File: config.mk
export PLATFORM = sky130hd
export DESIGN_NAME = rcs_sequencer
export DESIGN_NICKNAME = d
export VERILOG_FILES = /design/src/rcs_pkg.sv /design/src/rcs_sequencer.sv
export SDC_FILE = /design/constraint.sdc
export NUM_CORES = 1
export LEC_CHECK = 0
export BUFFER_PORTS_ARGS = -buffer_cell sky130_fd_sc_hd__buf_2
export CORE_MARGIN = 8
export CORE_UTILIZATION = 53
export DETAILED_ROUTE_END_ITERATION = 8
export GPL_TIMING_DRIVEN = 0
export PLACE_DENSITY = 0.87
export SYNTH_ARGS = -nofsm -noshare
export SYNTH_HDL_FRONTEND = slang
export SYNTH_SLANG_ARGS = --single-unit
File: constraint.sdc
create_clock -name aclk -period 2.55 [get_ports aclk]
set_input_delay 0.765 -clock aclk [delete_from_list [all_inputs] [get_ports aclk]]
set_output_delay 0.765 -clock aclk [all_outputs]
set_load 0.005 [all_outputs]
File: src/rcs_pkg.sv
// Constants, register map and state type of the reset cause and start-up sequencer
package rcs_pkg;

  // ---------------------------------------------------------------
  // Register map
  // ---------------------------------------------------------------
  localparam int unsigned ADDR_W = 8;        // AXI4-Lite address width
  localparam logic [7:0] OFS_CAUSE = 8'h00;  // reset_cause_register
  localparam logic [7:0] OFS_STATUS = 8'h04; // Sequencer status, read only

  // ---------------------------------------------------------------
  // Reset cause field positions
  // ---------------------------------------------------------------
  localparam int unsigned BIT_TRAP = 15;     // trap_conflict_flag
  localparam int unsigned BIT_ILLEGAL = 14;  // illegal_condition_flag
  localparam int unsigned BIT_CMISM = 9;     // config_mismatch_flag
  localparam int unsigned BIT_EXTPIN = 7;    // external_pin_reset_flag
  localparam int unsigned BIT_SWRST = 6;     // software_reset_flag
  localparam int unsigned BIT_SOFT_WATCHDOG_ENABLE = 5;    // soft_watchdog_enable
  localparam int unsigned BIT_WATCHDOG_TIMEOUT_FLAG = 4;      // watchdog_timeout_flag
  localparam int unsigned BIT_SLEEP = 3;     // Been in sleep
  localparam int unsigned BIT_IDLE = 2;      // Been in idle
  localparam int unsigned BIT_BOR = 1;       // Brown-out flag
  localparam int unsigned BIT_POR = 0;       // Power-on flag

  // Reset value, implemented bits, bits a brown-out leaves alone
  localparam logic [15:0] CAUSE_RESET = 16'h0003;
  localparam logic [15:0] CAUSE_IMPL_MASK = 16'hC2FF;
  localparam logic [15:0] BOR_KEEP_MASK = 16'h00A1;

  // ---------------------------------------------------------------
  // Status register field positions
  // ---------------------------------------------------------------
  localparam int unsigned STAT_SYSTEM_RESET = 0;   // System reset held
  localparam int unsigned STAT_CLKRDY = 1;   // Clock ready
  localparam int unsigned STAT_FAILSAFE_CLOCK_MONITOR = 2;     // Fail-safe monitor active
  localparam int unsigned STAT_WDTEN = 3;    // Watchdog enabled
  localparam int unsigned STAT_SRC = 4;      // Clock source, 3 bits

  // ---------------------------------------------------------------
  // Oscillator mode codes
  // ---------------------------------------------------------------
  localparam logic [2:0] OSC_FRC = 3'h0;
  localparam logic [2:0] OSC_FAST_RC_WITH_PLL_MODE = 3'h1;
  localparam logic [2:0] OSC_PRI = 3'h2;     // Crystal or external clock
  localparam logic [2:0] OSC_PRIPLL = 3'h3;  // Same, with PLL
  localparam logic [2:0] OSC_SECONDARY_OSCILLATOR_MODE = 3'h4;
  localparam logic [2:0] OSC_LOW_POWER_RC_MODE = 3'h5;
  localparam logic [2:0] OSC_FRCDIV16 = 3'h6;
  localparam logic [2:0] OSC_FRCDIVN = 3'h7;

  // ---------------------------------------------------------------
  // Timing
  // ---------------------------------------------------------------
  localparam int unsigned CLK_PERIOD_NS = 50;
  localparam int unsigned POR_EXT_US = 30;   // power_on_extension_time, max
  localparam int unsigned BOR_EXT_US = 100;  // brownout_extension_time, max
  localparam int unsigned POWER_UP_TIMER_MS = 64;      // power_up_delay, nominal
  localparam int unsigned PLL_LOCK_US = 1500; // PLL lock wait, nominal
  localparam int unsigned FAILSAFE_CLOCK_MONITOR_US = 900;     // failsafe_monitor_delay, max
  localparam int unsigned OST_PERIODS = 1024; // Oscillator periods counted
  localparam int unsigned POR_EXT_CYC = (POR_EXT_US * 1000) / CLK_PERIOD_NS;
  localparam int unsigned BOR_EXT_CYC = (BOR_EXT_US * 1000) / CLK_PERIOD_NS;
  localparam int unsigned POWER_UP_TIMER_CYC = (POWER_UP_TIMER_MS * 1000000) / CLK_PERIOD_NS;
  localparam int unsigned PLL_LOCK_CYC = (PLL_LOCK_US * 1000) / CLK_PERIOD_NS;
  localparam int unsigned FAILSAFE_CLOCK_MONITOR_CYC = (FAILSAFE_CLOCK_MONITOR_US * 1000) / CLK_PERIOD_NS;
  localparam int unsigned TMR_W = 21;        // Holds the longest count
  localparam logic [23:0] RESET_VECTOR = 24'h000000;

  // Sequencer states
  typedef enum logic [3:0] {
    ST_COLD_HOLD, ST_POR_EXT, ST_BOR_EXT, ST_POWER_UP_TIMER, ST_OSC_START, ST_OST, ST_PLL, ST_WARM, ST_RUN
  } rcs_state_e;

endpackage : rcs_pkg

File: src/rcs_sequencer.sv
// Reset cause register and system reset / clock start-up sequencer
//
// Overview of operation
// - Trap conflict sets bit 15
// - Illegal opcode, address mode, pointer set bit 14
// - Configuration mismatch sets bit 9
// - Master clear pin reset sets bit 7
// - Reset instruction sets bit 6
// - Bit 5 enables watchdog unless fuse set
// - Watchdog time-out sets bit 4
// - Sleep sets bit 3, idle bit 2
// - Brown-out sets bit 1, resets to one
// - Power-on sets bit 0, resets to one
// - Software sets or clears flags, no reset
// - Cold reset loads clock from fuse field
// - Warm reset keeps current oscillator clock
// - Clock-ready delays chosen by oscillator mode
// - Start-up timer counts 1024 oscillator periods
// - PLL modes add 1.5 ms lock wait
// - Power-on extension at most 30 us
// - Brown-out extension at most 100 us
// - Power-up timer holds reset 64 ms
// - Fetch starts at address zero when ready
// - Fail-safe monitor starts 900 us after ready
// - Bits 13-10 and 8 read zero
// - Power-on clears all flags, sets power-on and brown-out
`timescale 1ns/1ns
module rcs_sequencer
  import rcs_pkg::*;
#(
  parameter int unsigned POWER_UP_TIMER_CYCLES = POWER_UP_TIMER_CYC,   // Power-up timer length
  parameter int unsigned PLL_CYCLES = PLL_LOCK_CYC, // PLL lock wait length
  parameter int unsigned FAILSAFE_CLOCK_MONITOR_CYCLES = FAILSAFE_CLOCK_MONITOR_CYC     // Monitor arming delay
) (
  input wire logic aclk,
  input wire logic aresetn,
  // AXI4-Lite slave
  input wire logic [ADDR_W-1:0] s_axi_awaddr,
  input wire logic s_axi_awvalid,
  output logic s_axi_awready,
  input wire logic [31:0] s_axi_wdata,
  input wire logic [3:0] s_axi_wstrb,
  input wire logic s_axi_wvalid,
  output logic s_axi_wready,
  output logic [1:0] s_axi_bresp,
  output logic s_axi_bvalid,
  input wire logic s_axi_bready,
  input wire logic [ADDR_W-1:0] s_axi_araddr,
  input wire logic s_axi_arvalid,
  output logic s_axi_arready,
  output logic [31:0] s_axi_rdata,
  output logic [1:0] s_axi_rresp,
  output logic s_axi_rvalid,
  input wire logic s_axi_rready,
  // Analog comparators and oscillator, asynchronous
  input wire logic por_supply_ok,
  input wire logic bor_supply_ok,
  input wire logic osc_started,
  input wire logic osc_clk_in,
  // On-chip reset sources, one-cycle pulses
  input wire logic trap_conflict,
  input wire logic illegal_opcode,
  input wire logic illegal_addr_mode,
  input wire logic uninit_pointer,
  input wire logic config_mismatch,
  input wire logic master_clear,
  input wire logic reset_instr,
  input wire logic watchdog_timeout,
  input wire logic sleep_entry,
  input wire logic idle_entry,
  // Configuration fuses and oscillator control
  input wire logic watchdog_enable_fuse,
  input wire logic [2:0] initial_oscillator_fuse,
  input wire logic primary_is_ext_clock,
  input wire logic failsafe_monitor_fuse,
  input wire logic [2:0] current_oscillator_field,
  // Outputs to oscillator and core
  output logic system_reset,
  output logic [2:0] clock_source,
  output logic clock_ready,
  output logic core_fetch_start,
  output logic [23:0] reset_vector,
  output logic watchdog_enabled,
  output logic failsafe_monitor_active
);

  // ---------------------------------------------------------------
  // Input synchronisers
  // ---------------------------------------------------------------
  logic [3:0] async_in;    // Raw asynchronous inputs
  logic [3:0] sync1_ff;    // First stage, read only by second
  logic [3:0] sync2_ff;    // Second stage
  logic [3:0] sync3_ff;    // Third stage
  logic [3:0] filt_ff;     // Level once stages two and three agree
  logic osc_prev_ff;       // Previous filtered oscillator level

  assign async_in = {osc_clk_in, osc_started, bor_supply_ok, por_supply_ok};

  // Three flops, level accepted when the last two agree
  always_ff @(posedge aclk) begin
    if (!aresetn) begin
      sync1_ff <= 4'h0;
      sync2_ff <= 4'h0;
      sync3_ff <= 4'h0;
      filt_ff <= 4'h0;
      osc_prev_ff <= 1'b0;
    end else begin
      sync1_ff <= async_in;
      sync2_ff <= sync1_ff;
      sync3_ff <= sync2_ff;
      for (int i = 0; i < 4; i++) begin
        if (sync2_ff[i] == sync3_ff[i]) begin
          filt_ff[i] <= sync3_ff[i];
        end
      end
      osc_prev_ff <= filt_ff[3];
    end
  end

  logic por_low;   // Supply below power-on threshold
  logic bor_low;   // Supply below brown-out threshold
  logic osc_rise;  // One oscillator period seen

  assign por_low = !filt_ff[0];
  assign bor_low = !filt_ff[1];
  assign osc_rise = filt_ff[3] && !osc_prev_ff;

  // ---------------------------------------------------------------
  // Register bus slave
  // ---------------------------------------------------------------
  logic awready_ff, wready_ff, bvalid_ff, arready_ff, rvalid_ff;
  logic aw_held_ff;                 // Write address captured
  logic w_held_ff;                  // Write data captured
  logic [ADDR_W-1:0] aw_addr_ff;    // Captured write address
  logic [31:0] w_data_ff;           // Captured write data
  logic [3:0] w_strb_ff;            // Captured byte strobes
  logic [1:0] bresp_ff, rresp_ff;
  logic [31:0] rdata_ff;
  logic wr_fire;                    // Both halves present, do the write
  logic wr_cause;                   // Write hits the cause register
  logic [15:0] flags_ff;            // reset_cause_register contents
  logic [31:0] status_word;         // Status register read value
  rcs_state_e state_ff;
  logic [TMR_W-1:0] tmr_ff;
  logic [10:0] ost_cnt_ff;          // Oscillator periods counted
  logic system_reset_ff, clkrdy_ff, fetch_ff, failsafe_clock_monitor_ff, wdten_ff;
  logic [2:0] src_ff;

  assign wr_fire = aw_held_ff && w_held_ff && !bvalid_ff;
  assign wr_cause = wr_fire && (aw_addr_ff == OFS_CAUSE);

  // Address and data channels taken independently, answer after both
  always_ff @(posedge aclk) begin
    if (!aresetn) begin
      awready_ff <= 1'b1;
      wready_ff <= 1'b1;
      aw_held_ff <= 1'b0;
      w_held_ff <= 1'b0;
      aw_addr_ff <= '0;
      w_data_ff <= 32'h0000_0000;
      w_strb_ff <= 4'h0;
      bvalid_ff <= 1'b0;
      bresp_ff <= 2'h0;
    end else begin
      if (awready_ff && s_axi_awvalid) begin
        awready_ff <= 1'b0;
        aw_held_ff <= 1'b1;
        aw_addr_ff <= s_axi_awaddr;
      end
      if (wready_ff && s_axi_wvalid) begin
        wready_ff <= 1'b0;
        w_held_ff <= 1'b1;
        w_data_ff <= s_axi_wdata;
        w_strb_ff <= s_axi_wstrb;
      end
      if (wr_fire) begin
        // Status register ignores writes; unmapped gets SLVERR
        aw_held_ff <= 1'b0;
        w_held_ff <= 1'b0;
        bvalid_ff <= 1'b1;
        bresp_ff <= (aw_addr_ff == OFS_CAUSE || aw_addr_ff == OFS_STATUS) ? 2'h0 : 2'h2;
      end
      if (bvalid_ff && s_axi_bready) begin
        bvalid_ff <= 1'b0;
        awready_ff <= 1'b1;
        wready_ff <= 1'b1;
      end
    end
  end

  // Status word from sequencer state
  always_comb begin
    status_word = 32'h0000_0000;
    status_word[STAT_SYSTEM_RESET] = system_reset_ff;
    status_word[STAT_CLKRDY] = clkrdy_ff;
    status_word[STAT_FAILSAFE_CLOCK_MONITOR] = failsafe_clock_monitor_ff;
    status_word[STAT_WDTEN] = wdten_ff;
    status_word[STAT_SRC +: 3] = src_ff;
  end

  // Read channel, answer one cycle after the address is taken
  always_ff @(posedge aclk) begin
    if (!aresetn) begin
      arready_ff <= 1'b1;
      rvalid_ff <= 1'b0;
      rdata_ff <= 32'h0000_0000;
      rresp_ff <= 2'h0;
    end else if (arready_ff && s_axi_arvalid) begin
      arready_ff <= 1'b0;
      rvalid_ff <= 1'b1;
      rresp_ff <= 2'h0;
      if (s_axi_araddr == OFS_CAUSE) begin
        rdata_ff <= {16'h0000, flags_ff & CAUSE_IMPL_MASK};
      end else if (s_axi_araddr == OFS_STATUS) begin
        rdata_ff <= status_word;
      end else begin
        rdata_ff <= 32'h0000_0000;
        rresp_ff <= 2'h2;
      end
    end else if (rvalid_ff && s_axi_rready) begin
      rvalid_ff <= 1'b0;
      arready_ff <= 1'b1;
    end
  end

  // ---------------------------------------------------------------
  // Reset cause flags
  // ---------------------------------------------------------------
  logic cold_por;     // Power-on event this cycle
  logic cold_bor;     // Brown-out event this cycle
  logic [15:0] nxt_flags;
  logic [15:0] wmask;  // Bits covered by the write strobes

  assign cold_por = por_low;
  assign cold_bor = bor_low && !por_low;

  // Software write first, hardware sets win, cold events override
  always_comb begin
    wmask = {{8{w_strb_ff[1]}}, {8{w_strb_ff[0]}}} & CAUSE_IMPL_MASK;
    nxt_flags = flags_ff;
    if (wr_cause) begin
      nxt_flags = (flags_ff & ~wmask) | (w_data_ff[15:0] & wmask);
    end
    if (trap_conflict) nxt_flags[BIT_TRAP] = 1'b1;
    if (illegal_opcode || illegal_addr_mode || uninit_pointer) nxt_flags[BIT_ILLEGAL] = 1'b1;
    if (config_mismatch) nxt_flags[BIT_CMISM] = 1'b1;
    if (master_clear) nxt_flags[BIT_EXTPIN] = 1'b1;
    if (reset_instr) nxt_flags[BIT_SWRST] = 1'b1;
    if (watchdog_timeout) nxt_flags[BIT_WATCHDOG_TIMEOUT_FLAG] = 1'b1;
    if (sleep_entry) nxt_flags[BIT_SLEEP] = 1'b1;
    if (idle_entry) nxt_flags[BIT_IDLE] = 1'b1;
    if (cold_bor) begin
      nxt_flags = (flags_ff & BOR_KEEP_MASK);
      nxt_flags[BIT_BOR] = 1'b1;
    end
    if (cold_por) begin
      nxt_flags = CAUSE_RESET;
    end
  end

  // Flag register, power-on value at reset
  always_ff @(posedge aclk) begin
    if (!aresetn) begin
      flags_ff <= CAUSE_RESET;
    end else begin
      flags_ff <= nxt_flags;
    end
  end

  // Watchdog enable, fuse forces it on
  always_ff @(posedge aclk) begin
    if (!aresetn) begin
      wdten_ff <= 1'b0;
    end else begin
      wdten_ff <= watchdog_enable_fuse || flags_ff[BIT_SOFT_WATCHDOG_ENABLE];
    end
  end

  // ---------------------------------------------------------------
  // Reset sequencer
  // ---------------------------------------------------------------
  logic warm_evt;       // Any non-cold reset source
  logic mode_start;     // Mode has an oscillator start-up delay
  logic mode_ost;       // Mode runs the start-up timer
  logic mode_pll;       // Mode waits for PLL lock

  assign warm_evt = trap_conflict || illegal_opcode || illegal_addr_mode || uninit_pointer
                    || config_mismatch || master_clear || reset_instr || watchdog_timeout;

  // Delay stages per oscillator mode
  always_comb begin
    mode_start = 1'b1;
    mode_ost = 1'b0;
    mode_pll = 1'b0;
    unique case (src_ff)
      OSC_FRC, OSC_FRCDIV16, OSC_FRCDIVN, OSC_LOW_POWER_RC_MODE: mode_start = 1'b1;
      OSC_FAST_RC_WITH_PLL_MODE: mode_pll = 1'b1;
      OSC_PRI: begin
        mode_start = !primary_is_ext_clock;
        mode_ost = !primary_is_ext_clock;
      end
      OSC_PRIPLL: begin
        mode_start = !primary_is_ext_clock;
        mode_ost = !primary_is_ext_clock;
        mode_pll = 1'b1;
      end
      OSC_SECONDARY_OSCILLATOR_MODE: mode_ost = 1'b1;
    endcase
  end

  // State, timer and outputs of the reset sequence
  always_ff @(posedge aclk) begin
    if (!aresetn) begin
      state_ff <= ST_COLD_HOLD;
      tmr_ff <= '0;
      ost_cnt_ff <= 11'h000;
      system_reset_ff <= 1'b1;
      clkrdy_ff <= 1'b0;
      fetch_ff <= 1'b0;
      failsafe_clock_monitor_ff <= 1'b0;
      src_ff <= OSC_FRC;
    end else begin
      fetch_ff <= 1'b0;
      if (por_low || bor_low) begin
        // Cold reset: hold everything until the supply returns
        state_ff <= ST_COLD_HOLD;
        system_reset_ff <= 1'b1;
        clkrdy_ff <= 1'b0;
        failsafe_clock_monitor_ff <= 1'b0;
      end else if (warm_evt && (state_ff == ST_RUN || state_ff == ST_WARM)) begin
        // Warm reset: clock keeps running on the current source
        state_ff <= ST_WARM;
        system_reset_ff <= 1'b1;
        failsafe_clock_monitor_ff <= 1'b0;
        src_ff <= current_oscillator_field;
      end else begin
        unique case (state_ff)
          ST_COLD_HOLD: begin
            state_ff <= flags_ff[BIT_POR] ? ST_POR_EXT : ST_BOR_EXT;
            tmr_ff <= flags_ff[BIT_POR] ? TMR_W'(POR_EXT_CYC - 1) : TMR_W'(BOR_EXT_CYC - 1);
          end
          ST_POR_EXT: begin
            tmr_ff <= tmr_ff - 1'b1;
            if (tmr_ff == '0) begin
              state_ff <= ST_BOR_EXT;
              tmr_ff <= TMR_W'(BOR_EXT_CYC - 1);
            end
          end
          ST_BOR_EXT: begin
            tmr_ff <= tmr_ff - 1'b1;
            if (tmr_ff == '0) begin
              state_ff <= ST_POWER_UP_TIMER;
              tmr_ff <= TMR_W'(POWER_UP_TIMER_CYCLES - 1);
            end
          end
          ST_POWER_UP_TIMER: begin
            tmr_ff <= tmr_ff - 1'b1;
            if (tmr_ff == '0) begin
              state_ff <= ST_OSC_START;
              system_reset_ff <= 1'b0;
              src_ff <= initial_oscillator_fuse;
            end
          end
          ST_OSC_START: begin
            ost_cnt_ff <= 11'h000;
            if (!mode_start || filt_ff[2]) begin
              if (mode_ost) begin
                state_ff <= ST_OST;
              end else if (mode_pll) begin
                state_ff <= ST_PLL;
                tmr_ff <= TMR_W'(PLL_CYCLES - 1);
              end else begin
                state_ff <= ST_RUN;
                clkrdy_ff <= 1'b1;
                fetch_ff <= 1'b1;
                tmr_ff <= TMR_W'(FAILSAFE_CLOCK_MONITOR_CYCLES - 1);
              end
            end
          end
          ST_OST: begin
            if (osc_rise) begin
              ost_cnt_ff <= ost_cnt_ff + 1'b1;
            end
            if (ost_cnt_ff == 11'(OST_PERIODS)) begin
              if (mode_pll) begin
                state_ff <= ST_PLL;
                tmr_ff <= TMR_W'(PLL_CYCLES - 1);
              end else begin
                state_ff <= ST_RUN;
                clkrdy_ff <= 1'b1;
                fetch_ff <= 1'b1;
                tmr_ff <= TMR_W'(FAILSAFE_CLOCK_MONITOR_CYCLES - 1);
              end
            end
          end
          ST_PLL: begin
            tmr_ff <= tmr_ff - 1'b1;
            if (tmr_ff == '0) begin
              state_ff <= ST_RUN;
              clkrdy_ff <= 1'b1;
              fetch_ff <= 1'b1;
              tmr_ff <= TMR_W'(FAILSAFE_CLOCK_MONITOR_CYCLES - 1);
            end
          end
          ST_WARM: begin
            // Released the next cycle, fetch restarts from the vector
            state_ff <= ST_RUN;
            system_reset_ff <= 1'b0;
            fetch_ff <= 1'b1;
            tmr_ff <= TMR_W'(FAILSAFE_CLOCK_MONITOR_CYCLES - 1);
          end
          ST_RUN: begin
            if (tmr_ff != '0) begin
              tmr_ff <= tmr_ff - 1'b1;
            end else begin
              failsafe_clock_monitor_ff <= failsafe_monitor_fuse;
            end
          end
        endcase
      end
    end
  end

  // ---------------------------------------------------------------
  // Output wiring
  // ---------------------------------------------------------------
  assign s_axi_awready = awready_ff;
  assign s_axi_wready = wready_ff;
  assign s_axi_bvalid = bvalid_ff;
  assign s_axi_bresp = bresp_ff;
  assign s_axi_arready = arready_ff;
  assign s_axi_rvalid = rvalid_ff;
  assign s_axi_rdata = rdata_ff;
  assign s_axi_rresp = rresp_ff;
  assign system_reset = system_reset_ff;
  assign clock_source = src_ff;
  assign clock_ready = clkrdy_ff;
  assign core_fetch_start = fetch_ff;
  assign reset_vector = RESET_VECTOR;
  assign watchdog_enabled = wdten_ff;
  assign failsafe_monitor_active = failsafe_clock_monitor_ff;
endmodule : rcs_sequencer

==> results of run 1 <==
## what timing repair did
action	CTS	global route
buffers inserted	0	5
cloned	0	0
resized for setup	1	4
endpoints found under the setup margin	17	22
## report_power, final
group	total, W	switching (W)	internal [W]	leakage (nW)
registers	0.00183	0.0000228	0.00181	0.918
logic	0.000271	0.000146	0.000125	1.98
clock network	0.00235	0.000894	0.00146	0.283
## how the worst max path moves through the flow
stage | start | to | cells after the start
final | tmr_ff[0] | state_ff[2] | 9
after floorplan | illegal_opcode | tmr_ff[19] | 8
after CTS | tmr_ff[0] | tmr_ff[5] | 9
after global placement | illegal_opcode | tmr_ff[19] | 9
after global routing | state_ff[3] | ost_cnt_ff[10] | 7
after detailed placement | illegal_opcode | tmr_ff[11] | 8
## layout make-up
| cell class | instances | area, sq um | area share (%) |
|---|---|---|---|
| Multi-Input combinational cell | 531 | 3080 | 43.0 |
| Sequential cell | 113 | 2260 | 31.6 |
| Buffer | 81 | 527 | 7.35 |
| Timing Repair Buffer | 87 | 448 | 6.25 |
| Clock buffer | 19 | 442 | 6.16 |
| Tap cell | 140 | 175 | 2.44 |
| Clock inverter | 13 | 151 | 2.11 |
| Inverter | 22 | 82.6 | 1.15 |
## flip-flops by register name (all words and copies together), names as in the netlist, 2 cells and up, named ones only
| signal | cells |
|---|---|
| ost_cnt_ff | 11 |
| s_axi_rdata | 11 |
| flags_ff | 8 |
| tmr_ff | 21 |
| state_ff | 4 |
| w_data_ff | 11 |
| filt_ff | 4 |
| aw_addr_ff | 8 |
| w_strb_ff | 2 |
| sync2_ff | 4 |
| sync1_ff | 4 |
| clock_source | 3 |
| sync3_ff | 4 |
## logic make-up (layout without fill, tap and decap cells)
logic type	after synthesis	in the layout	share of synthesized area, %
multiplexers	18	18	3.13
adder cells (fa/ha/maj)	3	3	0.652
buffers and inverters	103	222	10.6
XOR/XNOR	13	13	1.98
flip-flops	113	113	39.3
AND/OR/NAND/NOR	273	273	24.2
AO/OA/AOI/OAI	177	177	20.1
other	1	47	0.0651
## per-stage QoR
step	instance area (sq um)	setup slack, ns
after global placement	6520	-0.235
after floorplan	5930	0.137
final	7170	0.134
after detailed placement	6520	-0.234
after CTS	7120	0.0340
after global routing	7170	-0.00400
## synth_stat cells, types with 5 or more instances
cell type / instances
nand3_1: 28
and3_1: 5
or3_1: 8
xnor2_1: 12
buf_6: 5
clkbuf_1: 17
buf_4: 47
o21ai_0: 29
inv_1: 22
nor3_1: 18
a21o_1: 7
nand4_1: 8
and2_1: 17
nor2_1: 66
dfxtp_1: 113
a21oi_1: 77
nand2b_1: 10
nand2_1: 78
buf_1: 6
mux2i_1: 18
a211oi_1: 5
a22oi_1: 5
buf_2: 6
## worst max-delay path, delay by kind of cell, from the launching register on
kind,cells,cell delay (ns)
DFF,1,0.36
AOI/OAI and AO/OA,2,0.67
and+or+nand+nor,4,0.74
adders and majority gates,1,0.24
buffers and inverters,2,0.26
## routing by layer
metal	vias to the layer above	global-route usage [%]	routed length (microns)
met3	37	7.41	1670
met1	2656	26.2	6590
met5	-	0	0
li1	2692	-	-
met4	0	10.5	451
met2	288	36.5	7890
==> metrics.md, run 1 <==
| Metric | Value |
|---|---|
| Post-route insts no fill | 1006 |
| Hold path depth | 1 |
| First-pass GRT wire length | 26100 microns |
| Die area | 14500 sq um |
| Hold buffer count at CTS | 0 |
| Initial Util | 53.6% |
| Final min period | 2.42 ns |
| Nets@finish | 938 |
| Worst Setup Start Kind | flop |
| PortBufs | 82 |
| Number of global-route vias before repair | 5322 |
| Hold path start | sync1_ff[3] |
| Root Buffer | clkbuf_8 |
| Final hold viol count | 0 |
| Hold Slack | 0.431 ns |
| Predominant post-synthesis flop cell | dfxtp_1 |
| Worst-Skew Late Latency | 0.52 ns |
| Commonest non-fill, non-tap cell in the layout | dfxtp_1 |
| Vias per cell | 5.64 |
| Worst-Margin Slew | 0.730 ns |
| Synth top area share | 39.3% |
| Fillers | 843 |
| Leak | 3.18 nW |
| Crit-path cells | inv_1 > ha_1 > nor3b_4 > and3_1 > buf_2 > nand3_4 > a2111o_1 > a21oi_1 > nor2_1 |
| Overall Power | 0.00445 W |
| Crit path capture type | flop |
| Most frequent cells in the layout | 113 x dfxtp_1, 88 x buf_2, 78 x nand2_1, 76 x a21oi_1, 66 x nor2_1 |
| Worst hold path endpoint | sync2_ff[3] |
| FF+latch count, synth | 113 |
| DRT iter0 DRCs | 519 |
| PwrDens | 621 nW/um^2 |
| Hold Path Class | flop to flop |
| R2R depth | 9 |
| Slowest cell on the critical path | a2111o_1 |
| N_diodes | 0 |
| IO Count | 155 |
| Outcome | completed |
| H-tree Lvls | 4 |
| Clock skew | 0.00704 ns |
| CP Max Fanout | 8 |
| Clock sink total | 113 |
| Period utilization | 94.7% |
| CP peak stage delay | 0.49 ns |
| R2R Path Start | tmr_ff[0] |
| Post-synth top area cell | dfxtp_1 |
| Drt pass-1 iters | 6 |
| Max Cap Viol | 0 |
| CP required | 2.94 ns |
| Worst vdd ir | 0.000457 V |
| Clock transition at path regs | 0.06 ns |
| Seq/Total Area, Yosys | 39.3% |
| Yosys Warn Count | 0 |
| Detail Route Antenna Nets | 0 |
| WL per Instance | 16.5 microns |
| Routed WL | 16600 microns |
| Die height | 120 microns |
| DRC errors left | 0 |
| DP HPWL | 11700 microns |
| Area Overhead vs Synth | 24.4% |
| Async set-reset flop share out of synthesis | 0% |
| Average cell area after synthesis | 8.22 sq um |
| Highest clock rate | 414 MHz |
| Slew Limit Fails | 0 |
| Setup TNS | 0 ns |
| Layout cell share with drive strength beyond 1 | 23.3% |
| Buffer depth of the longest clock path | 2 |
| Worst r2r dst | state_ff[2] |
| Crit path arrival time | 2.80 ns |
| Largest net degree at the start of global routing | 17 |
| Cell count after synthesis | 701 |
| Final GP Congestion | 0.928 |
| Rel. slew slack | 51.3% |
| Kind of critical path | flop to flop |
| Num rows | 38 |
| Distinct cells, synth | 80 |
| Cell Area, Synth | 5760 sq um |
| Total grt overflow | 0 |
| DR vias | 5673 |
| GRT Util Overall | 22.4% |
| Core area | 10700 sq um |
| Reg2Reg Setup Slack | 0.13 ns |
| Initial antenna violation count | 0 |
| TritonCTS Buffers | 17 |
| Number of placed cells counting well taps | 969 |
| Post-synth EDFFs | 0 |
| Die W | 120 microns |
| Synth area leaders | dfxtp_1 39%, a21oi_1 6.7%, buf_4 6.1% |
| CTS tree | yes |
| Final setup fails | 0 |
| Final core utilization | 66.7% |
Note: power is estimated with default switching activity, not from simulation.
==> inputs of run 2 (changes only) <==
--- a/config.mk
+++ b/config.mk
@@ -11,6 +11,7 @@
 export DETAILED_ROUTE_END_ITERATION = 8
 export GPL_TIMING_DRIVEN = 0
 export PLACE_DENSITY = 0.87
+export RECOVER_POWER = 100
 export SYNTH_ARGS = -nofsm -noshare
 export SYNTH_HDL_FRONTEND = slang
 export SYNTH_SLANG_ARGS = --single-unit
==> run 2 against run 1 <==
Largest power group unchanged. Global-route usage unchanged. Via count barely moved. Combinational power about the same. Highest routed layer unchanged. Clock-buffer cell count stayed put. Die area unchanged. Non-clock buffer count unchanged. Power decreased by 0.21%. Routed wire length increased by 0.17%. Maximum frequency barely moved. Sequential power hardly changed. Clock skew decreased by 0.0011 ns.
==> metrics.md, run 2 (synthesized netlist as in run 1, its figures left out) <==
| Metric | Value |
|---|---|
| Max reg flops | 21 (unchanged) |
| Detail Route Antenna Nets | 0 (unchanged) |
| Placed instance area | 6520 sq um (unchanged) |
| Worst r2r dst | tmr_ff[6] |
| Hold Path Class | flop to flop |
| Clk pwr share | 52.8% (about the same) |
| Final hold viol count | 0 (unchanged) |
| TritonCTS Buffers | 17 (unchanged) |
| Most frequent cells in the layout | 113 x dfxtp_1, 78 x nand2_1, 76 x a21oi_1, 68 x buf_2, 66 x nor2_1 |
| Slew Limit Fails | 0 (unchanged) |
| Area Overhead vs Synth | 24.0% |
| R2R depth | 11 (+2) |
| Seq. cell area | 2260 sq um (unchanged) |
| PwrDens | 622 nW/um^2 (+0.14%) |
| Routed WL | 16600 microns (+0.17%) |
| Worst vdd ir | 0.000454 V (-0.74%) |
| Total grt overflow | 0 (unchanged) |
| Reg2Reg Setup Slack | 0.13 ns (about the same) |
| Final non-filler cell area | 7140 sq um (-0.35%) |
| Hold Slack | 0.431 ns (-0.0000300 ns) |
| Root Buffer | clkbuf_8 |
| PortBufs | 82 (unchanged) |
| Buffer depth of the longest clock path | 2 (unchanged) |
| GRT Util Overall | 22.4% (unchanged) |
| DR vias | 5675 (+0.035%) |
| Area of the multi-input gates | 3080 sq um (unchanged) |
| First-pass GRT wire length | 26100 microns (unchanged) |
| Rel. slew slack | 51.7% (+0.35 points) |
| Drt pass-1 iters | 8 (+2) |
| CP Max Fanout | 10 (+2) |
| Clock skew | 0.00591 ns (-0.00114 ns) |
| Crit path arrival time | 2.79 ns (about the same) |
| CP required | 2.92 ns (-0.02 ns) |
| Clock transition at path regs | 0.06 ns (about the same) |
| Worst-Skew Late Latency | 0.52 ns (about the same) |
| Vias per cell | 5.64 (about the same) |
| CTS tree | yes |
| Clock sink total | 113 (unchanged) |
| Outcome | completed |
| R2R Path Start | tmr_ff[0] |
| DRC errors left | 0 (unchanged) |
| Reg with most FFs | tmr_ff |
| Crit path capture type | flop |
| Fillers | 856 (+1.5%) |
| Initial antenna violation count | 0 (unchanged) |
| Initial Util | 53.6% (unchanged) |
| Crit path capture | tmr_ff[6] |
| DRT iter0 DRCs | 548 (+5.6%) |
| Setup TNS | 0 ns (unchanged) |
| Sw frac | 23.8% (-0.11 points) |
| Layout cell share with drive strength beyond 1 | 21.0% (-2.3 points) |
| DP HPWL | 11700 microns (unchanged) |
| Worst setup path startpoint | tmr_ff[0] |
| Number of global-route vias before repair | 5322 (unchanged) |
| Worst Setup Start Kind | flop |
| Nets@finish | 938 (unchanged) |
| Internal power | 0.00338 W (about the same) |
| Core area | 10700 sq um (unchanged) |
| Highest clock rate | 414 MHz (about the same) |
| Final GP Congestion | 0.928 (unchanged) |
| Max Cap Viol | 0 (unchanged) |
| Flop pwr share | 41.2% (about the same) |
| H-tree Lvls | 4 (unchanged) |
| N_diodes | 0 (unchanged) |
| Commonest non-fill, non-tap cell in the layout | dfxtp_1 |
| Comb pwr share | 6.0% (about the same) |
| WL per Instance | 16.5 microns (+0.17%) |
| Final core utilization | 66.5% (-0.23 points) |
| NetSw | 0.00106 W (-0.68%) |
| Worst-Margin Slew | 0.725 ns (-0.00524 ns) |
| Kind of critical path | flop to flop |
| Die W | 120 microns (unchanged) |
| Final min period | 2.42 ns (+0.00177 ns) |
| Die height | 120 microns (unchanged) |
| Die area | 14500 sq um (unchanged) |
| Num rows | 38 (unchanged) |
| Final setup fails | 0 (unchanged) |
| Period utilization | 94.8% (about the same) |
| IO Count | 155 (unchanged) |
| Largest net degree at the start of global routing | 17 (unchanged) |
| Leak | 3.09 nW (-2.6%) |
-- run 2: repair_timing --
item / CTS / global route
gates resized for setup: 1 / 4
buffers inserted: 0 / 5
endpoints found under the hold margin: 0 / 0
endpoints found under the setup margin: 17 / 22
hold buffers: 0 / 0
-- run 2: area by class of cell --
class	instances	area share, %
repair buffers	87	5.92
well taps	140	2.45
flip-flops and latches	113	31.7
clock buffers	19	6.19
inverters	22	1.16
multi-input cells	531	43.1
plain buffers	81	7.38
clock inverters	13	2.12
-- run 2: stage by stage --
stage | std cells | setup WS, ns | power [W]
2_1_floorplan | 747 | 0.137 | 0.00203
3_3_place_gp | 969 | -0.235 | 0.00212
3_5_place_dp | 969 | -0.234 | 0.00212
4_1_cts | 1001 | 0.0340 | 0.00445
5_1_grt | 1006 | -0.00400 | 0.00458
6_report | 1006 | 0.132 | 0.00444
-- run 2: metal layers --
layer / part of all wire, % / GRT usage [%] / vias to the layer above
met2: 48 / 36.5 / 280
li1: - / - / 2688
met5: 0 / 0 / -
met1: 40 / 26.2 / 2666
met3: 9.4 / 7.41 / 41
met4: 2.9 / 10.5 / 0
-- run 2: critical path, stage by stage (launching register included) --
cell and delay [ns]:
dfxtp_1 0.36, inv_1 0.07, ha_1 0.24, nor3b_4 0.32, and3_1 0.19, buf_2 0.19
nand3_4 0.17, o211a_1 0.28, buf_6 0.15, buf_6 0.15, o21ai_1 0.07, a21oi_1 0.08
-- run 2: power groups by stage --
stage | combinational (W) | sequential [W] | clock, W
6_report | 0.000269 | 0.00183 | 0.00234
5_1_grt | 0.000298 | 0.00183 | 0.00245
4_1_cts | 0.000263 | 0.00183 | 0.00236
3_5_place_dp | 0.000260 | 0.00186 | 0
3_3_place_gp | 0.000256 | 0.00186 | 0
2_1_floorplan | 0.000169 | 0.00186 | 0
-- run 2: worst min path at each step --
stage | from | to | slack [ns] | depth (start not counted)
floorplan | sync1_ff[0] | sync2_ff[0] | 0.41 | 1
global placement | sync1_ff[3] | sync2_ff[3] | 0.41 | 1
detailed placement | sync1_ff[3] | sync2_ff[3] | 0.42 | 1
CTS | osc_started | sync1_ff[2] | 0.43 | 2
global route | por_supply_ok | sync1_ff[0] | 0.43 | 2
finish | sync1_ff[3] | sync2_ff[3] | 0.43 | 1
==> inputs of run 3 (changes only) <==
==> config.mk (replaced) <==
export PLATFORM = sky130hd
export DESIGN_NAME = rcs_sequencer
export DESIGN_NICKNAME = d
export VERILOG_FILES = /design/src/rcs_pkg.sv /design/src/rcs_sequencer.sv
export SDC_FILE = /design/constraint.sdc
export NUM_CORES = 1
export LEC_CHECK = 0
export CORE_MARGIN = 8
export CORE_UTILIZATION = 60
export DETAILED_ROUTE_END_ITERATION = 8
export DONT_BUFFER_PORTS = 1
export PLACE_DENSITY = 0.83
export RECOVER_POWER = 100
export SYNTH_ARGS = -nofsm -noshare
export SYNTH_HDL_FRONTEND = slang
export SYNTH_SLANG_ARGS = --single-unit
==> run 3 against run 2 <==
Clock-buffer cell count increased by 2. Clock power about the same. Critical path type unchanged. Maximum frequency is 2.5% lower. Power fell by 3.0%. Sequential power hardly changed. Highest routed layer unchanged. Sequential cell count did not move. First-iteration DRC count is 14% lower. Design area decreased by 11%. Register-to-register slack worse by 0.06 ns. The run now ends with capacitance limit, slew limit left. Worst setup slack lost 0.062 ns. Via count is 9.2% lower. Die area down 10%.
==> metrics.md, run 3 (synthesized netlist as in run 1, its figures left out) <==
| Metric | Value |
|---|---|
| Outcome | finished, violations left |
| Failing checks | capacitance limit, slew limit |
| Clock sink total | 113 (unchanged) |
| TritonCTS Buffers | 17 (unchanged) |
| Crit path capture type | flop |
| Kind of critical path | flop to flop |
| DR vias | 5155 (-9.2%) |
| Reg with most FFs | tmr_ff |
| H-tree Lvls | 4 (unchanged) |
| RSZ-0062 raised after global routing | no |
| Comb pwr share | 3.0% (-3.0 points) |
| Worst-Skew Late Latency | 0.52 ns (about the same) |
| CTS tree | yes |
| Commonest non-fill, non-tap cell in the layout | dfxtp_1 |
| Clock transition at path regs | 0.06 ns (about the same) |
| Die area | 13000 sq um (-10%) |
| PwrDens | 681 nW/um^2 (+9.5%) |
| Final min period | 2.48 ns (+0.0616 ns) |
| Final WS setup | 0.0706 ns (-0.0616 ns) |
| Buffer depth of the longest clock path | 2 (unchanged) |
| Core area | 9280 sq um (-14%) |
| Number of placed cells counting well taps | 817 (-16%) |
| Total grt overflow | 0 (unchanged) |
| R2R depth | 7 (-4) |
| Flop pwr share | 42.5% (+1.3 points) |
| Worst Setup Start Kind | flop |
| Most frequent cells in the layout | 113 x dfxtp_1, 78 x nand2_1, 77 x a21oi_1, 66 x nor2_1, 47 x conb_1 |
| Worst r2r dst | tmr_ff[0] |
| CP Max Fanout | 14 (+4) |
| DP HPWL | 11100 microns (-5.2%) |
| Leak | 2.54 nW (-18%) |
| Final setup fails | 0 (unchanged) |
| Hold Path Class | primary input to flop |
| Rel. slew slack | -31.7% (-83 points) |
| Clock skew | 0.0127 ns (+0.00684 ns) |
| CP required | 2.96 ns (+0.04 ns) |
| Worst-Margin Slew | 1.97 ns (+1.25 ns) |
| Initial antenna violation count | 0 (unchanged) |
| Final GP Congestion | 0.889 (-4.2%) |
| WL per Instance | 18.4 microns (+11%) |
| Area Overhead vs Synth | 9.77% |
| Internal power | 0.00334 W (-1.2%) |
| Hold path depth | 1 (unchanged) |
| Period utilization | 97.2% (+2.4 points) |
| GRT Util Overall | 23.8% (+1.4 points) |
| PortBufs | 0 (-100%) |
| Hold path start | aresetn |
| Highest clock rate | 403 MHz (-2.5%) |
| Max reg flops | 21 (unchanged) |
| Crit path arrival time | 2.89 ns (+0.10 ns) |
| DRT iter0 DRCs | 469 (-14%) |
| Post-route insts no fill | 848 (-16%) |
| DRC errors left | 0 (unchanged) |
| Worst vdd ir | 0.000663 V (+46%) |
| Die height | 114 microns (-5.2%) |
| Worst slack, placed | -0.0200 ns (+0.214 ns) |
| Initial Util | 62.0% (+8.4 points) |
| Detail Route Antenna Nets | 0 (unchanged) |
| Die W | 114 microns (-5.2%) |
| Drt pass-1 iters | 5 (-3) |
| R2R Path Start | state_ff[3] |
| Final hold viol count | 0 (unchanged) |
| Fillers | 738 (-14%) |
| Max Cap Viol | 1 (+1) |
| N_diodes | 0 (unchanged) |
| Num rows | 35 (-7.9%) |
| First-pass GRT wire length | 24800 microns (-5.0%) |
| IO Count | 155 (unchanged) |
| Slew Limit Fails | 45 (+45) |
| NetSw | 0.000963 W (-8.8%) |
| Largest net degree at the start of global routing | 45 (+28) |
| Clk pwr share | 54.4% (+1.6 points) |
| Reg2Reg Setup Slack | 0.07 ns (-0.06 ns) |
| Layout cell share with drive strength beyond 1 | 9.87% (-11 points) |
| Vias per cell | 6.08 (+7.8%) |
| Nets@finish | 792 (-16%) |
| Routed WL | 15600 microns (-6.3%) |
| Worst hold path endpoint | s_axi_arready |
| Root Buffer | clkbuf_8 |
| Sw frac | 22.4% (-1.4 points) |
| Number of global-route vias before repair | 5069 (-4.8%) |
-- run 3: worst max path at each step --
stage                                from            end  slack [ns]
after detailed placement  config_mismatch      tmr_ff[3]       -0.02
after floorplan            illegal_opcode     tmr_ff[19]        0.14
final                         state_ff[3]      tmr_ff[0]        0.07
after global placement    config_mismatch      tmr_ff[3]        0.12
after global routing              aresetn  s_axi_awready       0.007
after CTS                   ost_cnt_ff[0]      tmr_ff[3]        0.18
-- run 3: repair_timing --
action,in CTS,in global routing
hold buffers,0,0
resized for setup,0,1
buffers inserted,0,0
endpoints found under the setup margin,0,2
endpoints found under the hold margin,0,0
-- run 3: per-stage QoR --
| stage | utilization [%] | instance area, sq um | hold slack (ns) | power (W) | setup TNS [ns] |
|---|---|---|---|---|---|
| 2_1_floorplan | - | 5930 | 0.412 | 0.00203 | 0 |
| 3_3_place_gp | 62.0 | 5760 | 0.420 | 0.00199 | 0 |
| 3_5_place_dp | 62.0 | 5760 | 0.418 | 0.00200 | -0.0200 |
| 4_1_cts | 68.4 | 6350 | 0.323 | 0.00432 | 0 |
| 5_1_grt | 68.1 | 6320 | 0.324 | 0.00442 | 0 |
| 6_report | 68.1 | 6320 | 0.338 | 0.00431 | 0 |
-- run 3: power groups by stage --
| stage | Sequential, W | Clock [W] | Combinational [W] |
|---|---|---|---|
| 2_1_floorplan | 0.00186 | 0 | 0.000169 |
| 3_3_place_gp | 0.00187 | 0 | 0.000122 |
| 3_5_place_dp | 0.00187 | 0 | 0.000127 |
| 4_1_cts | 0.00183 | 0.00235 | 0.000129 |
| 5_1_grt | 0.00184 | 0.00244 | 0.000148 |
| 6_report | 0.00183 | 0.00234 | 0.000130 |
-- run 3: layout make-up --
cell class / count / area [sq um] / share of cell area [%]
Clock buffer: 21 / 469 / 7.42
Clock inverter: 10 / 125 / 1.98
Inverter: 22 / 82.6 / 1.31
Multi-Input combinational cell: 531 / 3060 / 48.4
Sequential cell: 113 / 2260 / 35.8
Tap cell: 129 / 161 / 2.55
Timing Repair Buffer: 22 / 164 / 2.59
-- run 3: routing by layer --
layer,up-vias,share of wire (%),GRT usage [%]
met5,-,0,0
met4,0,3.3,11.7
met3,57,8.6,6.87
met2,266,47,39.7
met1,2440,41,27.2
li1,2392,-,-
-- run 3: worst max-delay path, cell delays in order, from the launching register on --
cell and delay (ns):
dfxtp_1 0.47, or4b_1 0.72, a32oi_4 0.30, a211oi_2 0.11, o211a_1 0.19, buf_12 0.16
clkbuf_2 0.16, o221a_1 0.25
